<file path="config.mk">
export PLATFORM = sky130hd
export DESIGN_NAME = signal_modulator
export DESIGN_NICKNAME = d
export VERILOG_FILES = /design/src/rtl/sigmod_pkg.sv /design/src/rtl/signal_modulator.sv
export SDC_FILE = /design/constraint.sdc
export NUM_CORES = 1
export LEC_CHECK = 0
export ABC_AREA = 1
export BUFFER_PORTS_ARGS = -buffer_cell sky130_fd_sc_hd__buf_4
export CAP_MARGIN = 20
export CORE_UTILIZATION = 45
export CTS_CLUSTER_SIZE = 28
export DETAILED_ROUTE_END_ITERATION = 7
export GPL_ROUTABILITY_DRIVEN = 0
export PLACE_DENSITY = 0.79
export SLEW_MARGIN = 20
export SYNTH_ARGS = -nofsm -noshare
export SYNTH_HDL_FRONTEND = slang
export SYNTH_SLANG_ARGS = --single-unit
</file>
<file path="constraint.sdc">
create_clock -name ref_clk -period 2.41 [get_ports ref_clk]
set_clock_uncertainty 0.2 [all_clocks]
set_input_delay 0.3615 -clock ref_clk [delete_from_list [all_inputs] [get_ports ref_clk]]
set_output_delay 0.3615 -clock ref_clk [all_outputs]
set_load 0.01 [all_outputs]
</file>
<file path="src/rtl/sigmod_pkg.sv">
// Purpose: shared constants and types for the signal modulator
// Assumes: one 50 MHz clock, no register bus
// Notes: select encodings are free choices of this block
package sigmod_pkg;

  // ----------------------------------------------------------------------
  // select field layout
  // ----------------------------------------------------------------------
  localparam int SEL_W = 4;
  localparam logic [3:0] SEL_RESET = 4'h0;

  // modulator source codes
  localparam logic [3:0] MOD_SRC_CAPCMP1 = 4'h0;
  localparam logic [3:0] MOD_SRC_CAPCMP2 = 4'h1;
  localparam logic [3:0] MOD_SRC_CAPCMP3 = 4'h2;
  localparam logic [3:0] MOD_SRC_CAPCMP4 = 4'h3;
  localparam logic [3:0] MOD_SRC_SDO1 = 4'h4;
  localparam logic [3:0] MOD_SRC_SDO2 = 4'h5;
  localparam logic [3:0] MOD_SRC_CMP1 = 4'h6;
  localparam logic [3:0] MOD_SRC_CMP2 = 4'h7;
  localparam logic [3:0] MOD_SRC_TX = 4'h8;
  localparam logic [3:0] MOD_SRC_PIN = 4'h9;
  localparam logic [3:0] MOD_SRC_SWBIT = 4'hA;

  // carrier source codes, shared by carrier high and carrier low
  localparam logic [3:0] CAR_SRC_CAPCMP1 = 4'h0;
  localparam logic [3:0] CAR_SRC_CAPCMP2 = 4'h1;
  localparam logic [3:0] CAR_SRC_CAPCMP3 = 4'h2;
  localparam logic [3:0] CAR_SRC_CAPCMP4 = 4'h3;
  localparam logic [3:0] CAR_SRC_REFCLK = 4'h4;
  localparam logic [3:0] CAR_SRC_PIN1 = 4'h5;
  localparam logic [3:0] CAR_SRC_PIN2 = 4'h6;
  localparam logic [3:0] CAR_SRC_VSS = 4'h7;

  // ----------------------------------------------------------------------
  // carrier configuration and source buses
  // ----------------------------------------------------------------------
  typedef struct packed {
    logic [3:0] select;
    logic sync;
  } carrier_cfg_s;

  typedef struct packed {
    logic [3:0] ccp;
    logic [1:0] sdo;
    logic [1:0] cmp;
    logic tx;
    logic refclk;
  } source_bus_s;

  typedef struct packed {
    logic pin;
    logic carrier_pin_one;
    logic carrier_pin_two;
  } pin_bus_s;

endpackage

</file>
<file path="src/rtl/signal_modulator.sv">
// Purpose: data signal modulator mixing a modulator with carrier high and low
// Assumes: on-chip sources share ref_clk; pins are synchronised here
// Notes: output registered; selections held in ports owned by the caller
module signal_modulator (
  input wire logic ref_clk,
  input wire logic rst,
  input wire logic modulator_global_enable,
  input wire logic pin_output_enable,
  input wire logic software_modulator_bit,
  input wire logic [3:0] modulator_source_select,
  input wire sigmod_pkg::carrier_cfg_s carrier_high_cfg,
  input wire sigmod_pkg::carrier_cfg_s carrier_low_cfg,
  input wire sigmod_pkg::source_bus_s sources,
  input wire sigmod_pkg::pin_bus_s pins,
  output logic modulated_output_pin,
  output logic mixed_active
);

  // ----------------------------------------------------------------------
  // pin synchronisers
  // ----------------------------------------------------------------------
  sigmod_pkg::pin_bus_s pin_meta_q;
  sigmod_pkg::pin_bus_s pin_sync_q;

  // two flops before any logic reads the external pins
  always_ff @(posedge ref_clk or posedge rst)
  begin
    if (rst)
    begin
      pin_meta_q <= '0;
      pin_sync_q <= '0;
    end
    else
    begin
      pin_meta_q <= pins;
      pin_sync_q <= pin_meta_q;
    end
  end

  // ----------------------------------------------------------------------
  // source selection
  // ----------------------------------------------------------------------
  function automatic logic pick_carrier(input logic [3:0] sel, input sigmod_pkg::source_bus_s s,
                                        input sigmod_pkg::pin_bus_s p);
    logic r;
    r = 1'b0;
    unique case (sel)
      sigmod_pkg::CAR_SRC_CAPCMP1: r = s.ccp[0];
      sigmod_pkg::CAR_SRC_CAPCMP2: r = s.ccp[1];
      sigmod_pkg::CAR_SRC_CAPCMP3: r = s.ccp[2];
      sigmod_pkg::CAR_SRC_CAPCMP4: r = s.ccp[3];
      sigmod_pkg::CAR_SRC_REFCLK: r = s.refclk;
      sigmod_pkg::CAR_SRC_PIN1: r = p.carrier_pin_one;
      sigmod_pkg::CAR_SRC_PIN2: r = p.carrier_pin_two;
      default: r = 1'b0; // ground and unused codes
    endcase
    return r;
  endfunction

  logic mod_sel_raw;
  logic mod_in;
  logic car_high_in;
  logic car_low_in;

  // modulator mux; unused codes read as low
  always_comb
  begin
    mod_sel_raw = 1'b0;
    unique case (modulator_source_select)
      sigmod_pkg::MOD_SRC_CAPCMP1: mod_sel_raw = sources.ccp[0];
      sigmod_pkg::MOD_SRC_CAPCMP2: mod_sel_raw = sources.ccp[1];
      sigmod_pkg::MOD_SRC_CAPCMP3: mod_sel_raw = sources.ccp[2];
      sigmod_pkg::MOD_SRC_CAPCMP4: mod_sel_raw = sources.ccp[3];
      sigmod_pkg::MOD_SRC_SDO1: mod_sel_raw = sources.sdo[0];
      sigmod_pkg::MOD_SRC_SDO2: mod_sel_raw = sources.sdo[1];
      sigmod_pkg::MOD_SRC_CMP1: mod_sel_raw = sources.cmp[0];
      sigmod_pkg::MOD_SRC_CMP2: mod_sel_raw = sources.cmp[1];
      sigmod_pkg::MOD_SRC_TX: mod_sel_raw = sources.tx;
      sigmod_pkg::MOD_SRC_PIN: mod_sel_raw = pin_sync_q.pin;
      sigmod_pkg::MOD_SRC_SWBIT: mod_sel_raw = software_modulator_bit;
      default: mod_sel_raw = 1'b0;
    endcase
  end

  // disabled: software bit drives the modulator, carriers tied to ground;
  // the select inputs are only gated, never altered, so re-enable restores them
  assign mod_in = modulator_global_enable ? mod_sel_raw : software_modulator_bit;
  assign car_high_in = modulator_global_enable &
                       pick_carrier(carrier_high_cfg.select, sources, pin_sync_q);
  assign car_low_in = modulator_global_enable &
                      pick_carrier(carrier_low_cfg.select, sources, pin_sync_q);

  // ----------------------------------------------------------------------
  // mixing with carrier synchronisation
  // ----------------------------------------------------------------------
  logic mod_q;
  logic use_high_q;
  logic use_high_d;
  logic mod_edge;
  logic old_car;
  logic old_sync;
  logic mix;

  // a modulator change requests the other carrier; with sync on the
  // carrier being left, the switch waits until that carrier is low
  assign mod_edge = (mod_in != mod_q);
  assign old_car = use_high_q ? car_high_in : car_low_in;
  assign old_sync = use_high_q ? carrier_high_cfg.sync : carrier_low_cfg.sync;
  assign use_high_d = (use_high_q == mod_in) ? use_high_q :
                      (!old_sync ? mod_in :
                       (old_car ? use_high_q : mod_in));
  assign mix = use_high_d ? car_high_in : car_low_in;

  // modulator history, carrier choice and registered output
  always_ff @(posedge ref_clk or posedge rst)
  begin
    if (rst)
    begin
      mod_q <= 1'b0;
      use_high_q <= 1'b0;
      modulated_output_pin <= 1'b0;
      mixed_active <= 1'b0;
    end
    else
    begin
      mod_q <= mod_in;
      use_high_q <= use_high_d;
      mixed_active <= mix; // mixing continues even with the pin off
      modulated_output_pin <= pin_output_enable & mix;
    end
  end
endmodule
</file>
==> results.sh <==
export IMPL_crit_arrival_ps=1450
export IMPL_worstMarginPinSlew_ps=313.9
export IMPL_path_cells="inv_1, nand2_1, nand3_1, nand3_1, nand4_2, nand2_1, nand2_2, nand2_2, nand2_2, nand2_2, nor2_2"
export IMPL_multiInputGateArea_um2=331.6
export IMPL_rsz0062_at_grt="false"
export IMPL_die_area_mm2=0.001628
export IMPL_dp_hpwl_um=1265
export IMPL_cts_hold_buffers=1
export IMPL_cts_resized=0
export IMPL_grt_pass1_wl_um=2484
export IMPL_cts_tree="done"
export IMPL_initial_utilization_pct=49.62
export IMPL_dr_pass1_iters=4
export IMPL_viasPerCell=4.870
export IMPL_placed_cell_area_um2=928.4
export IMPL_cp_common_cell="nand2_2"
export IMPL_antenna_found_initial=0
export IMPL_drc=0
export IMPL_rrSetupSlack_ps=950
export IMPL_p_sw_mw=0.1113
export IMPL_outcome="completed"
export IMPL_tns_ps=0
export IMPL_syn_area_um2=661.9
export IMPL_cts_root_buf="clkbuf_4"
export IMPL_antenna_diode_count=0
export IMPL_syn_instance_count=106
export IMPL_drv_slew=0
export IMPL_drtIter0Drc=25
export IMPL_ctsHtreeMaxLevel=1
export IMPL_fillers=112
export IMPL_yosysTopAreaCellShare_pct=34.03
export IMPL_fin_crit_sh_pct=60.76
export IMPL_path_depth=11
export IMPL_place_port_buffers=33
export IMPL_cp_end_kind="flip-flop"
export IMPL_worstHoldPathCells=3
export IMPL_cpMaxStageDelayCell="dfrtp_1"
export IMPL_stdcell_count=162
export IMPL_cpLargestDelayFamily="simple AND/OR/NAND/NOR gates"
export IMPL_ant_nets=0
export IMPL_combPwrFrac_pct=30.8
export IMPL_cp_start_kind="flip-flop"
export IMPL_grt_overflow=0
export IMPL_grt_usage_pct=23.32
export IMPL_ys_seq_area_share_pct=34.03
export IMPL_ir_worst_vdd_mv=0.3068
export IMPL_numCtsBuffers=3
export IMPL_avgRoutedWirePerCell_um=9.907
export IMPL_num_vias=789
export IMPL_fin_area_um2=994.7
export IMPL_hold_violations=0
export IMPL_cpPeakStageDelay_ps=360
export IMPL_ys_warn_count=0
export IMPL_clock_path_buffers=2
export IMPL_ff_latch_area_um2=225.2
export IMPL_yosys_top_cells_area="dfrtp_1, nand2_1, nand3_1"
export IMPL_row_count=13
export IMPL_clock_sinks=9
export IMPL_drive_gt1_share_pct=31.97
export IMPL_die_w_um=40.35
export IMPL_finalSetupViolations=0
export IMPL_synthDistinctLibCells=14
export IMPL_clk_latency_ps=250
export IMPL_worst_path_buf_inv=1
export IMPL_hp_class="in -> reg"
export IMPL_p_sw_share_pct=27.92
export IMPL_drv_cap=0
export IMPL_p_seq_share_pct=41.3
export IMPL_syn_avg_cell_area_um2=6.244
export IMPL_internal_power_mw=0.2875
export IMPL_reg2reg_depth=11
export IMPL_grt_max_degree=10
export IMPL_die_h_um=40.35
export IMPL_crit_type="reg -> reg"
export IMPL_clkTransAtPathRegs_ps=60
export IMPL_clkPwrFrac_pct=28.0
export IMPL_nNetsFinal=180
export IMPL_num_io_pins=34
export IMPL_p_total_mw=0.3988
export IMPL_cellLeakagePower_nw=0.6250
export IMPL_ys_seq_elements=9
export IMPL_min_period_ps=1464
export IMPL_cts_setup_buffers=0
export IMPL_fmax_ghz=0.6829
export IMPL_final_common_cell="buf_4"
export IMPL_syn_to_final_growth_pct=50.28
export IMPL_wl_um=1605
export IMPL_yosysTopAreaCell="dfrtp_1"
export IMPL_p_per_area_mw_per_mm2=400.9
export IMPL_path_max_fanout=2
export IMPL_grt_pass1_vias=672
export IMPL_cp_data_required_time_ps=2400
export IMPL_coreArea_mm2=0.001334
export IMPL_dpl_cell_count=154
export IMPL_syn_nets=138
export IMPL_slew_headroom_pct=79.05
export IMPL_final_cell_mix="buf_4, nand2_1, inv_1"
## area by class of cell
type	count	area share, %
clock buffer	4	2.642
inverter	28	10.57
multi-input combinational	69	33.33
sequential	9	22.64
tap	15	1.887
timing repair buffer	37	28.93
## metrics by stage
step,setup slack (ps),util [%],hold WS (ps)
after floorplan,997.3,-,-10.58
after global placement,782.8,69.61,133.0
after detailed placement,761.4,69.61,136.4
after CTS,931.5,72.33,10.61
after global routing,825.6,74.58,129.4
final,945.7,74.58,140.1
## flip-flops by register name (all words and copies together), names as in the netlist
signal,count
pin_meta_q,3
pin_sync_q,3
mixed_active,1
modulated_output_pin,1
use_high_q,1
## metal layers
metal / share of wire [%] / wire [um] / GRT usage (%)
met1: 41 / 655 / 24.48
met2: 54 / 862 / 44.84
met3: 3.8 / 61 / 3.333
met4: 1.6 / 25 / 10.00
met5: 0 / 0 / 0
## worst paths after layout
kind | from | endpoint
max | pin_sync_q[0] | modulated_output_pin
min | pin_output_enable | modulated_output_pin
max reg2reg | pin_sync_q[0] | modulated_output_pin
min reg2reg | pin_meta_q[1] | pin_sync_q[1]
max in group asynchronous | rst | modulated_output_pin
min in group asynchronous | rst | pin_meta_q[0]
## logic make-up (layout without fill, tap and decap cells)
| group | Yosys count | after routing | synth area share, % |
|---|---|---|---|
| AO/OA/AOI/OAI | 1 | 1 | 0.7554 |
| AND/OR/NAND/NOR | 68 | 68 | 49.34 |
| buffers and inverters | 28 | 69 | 15.88 |
| flip-flops | 9 | 9 | 34.03 |
## synth_stat cells
cell,number
inv_2,2
nor2_1,5
nand3_1,19
nand2_1,31
inv_1,24
nand4_2,1
dfrtp_1,9
nand3_2,2
o21ai_1,1
nand3b_1,1
nand2_2,4
nor2_2,2
clkinv_1,2
nand4_1,3
## power by group through the flow
stage	Sequential, mW	Combinational [mW]	Clock, mW
after floorplan	0.168	0.0544	0
after global placement	0.167	0.113	0
after detailed placement	0.167	0.116	0
after CTS	0.165	0.119	0.113
after global routing	0.166	0.136	0.129
final	0.165	0.123	0.111
## tightest hold or removal path: stages
cell and delay (ps):
buf_4 100, inv_1 50, nor2_2 40
(Power assumes the default switching activity.)
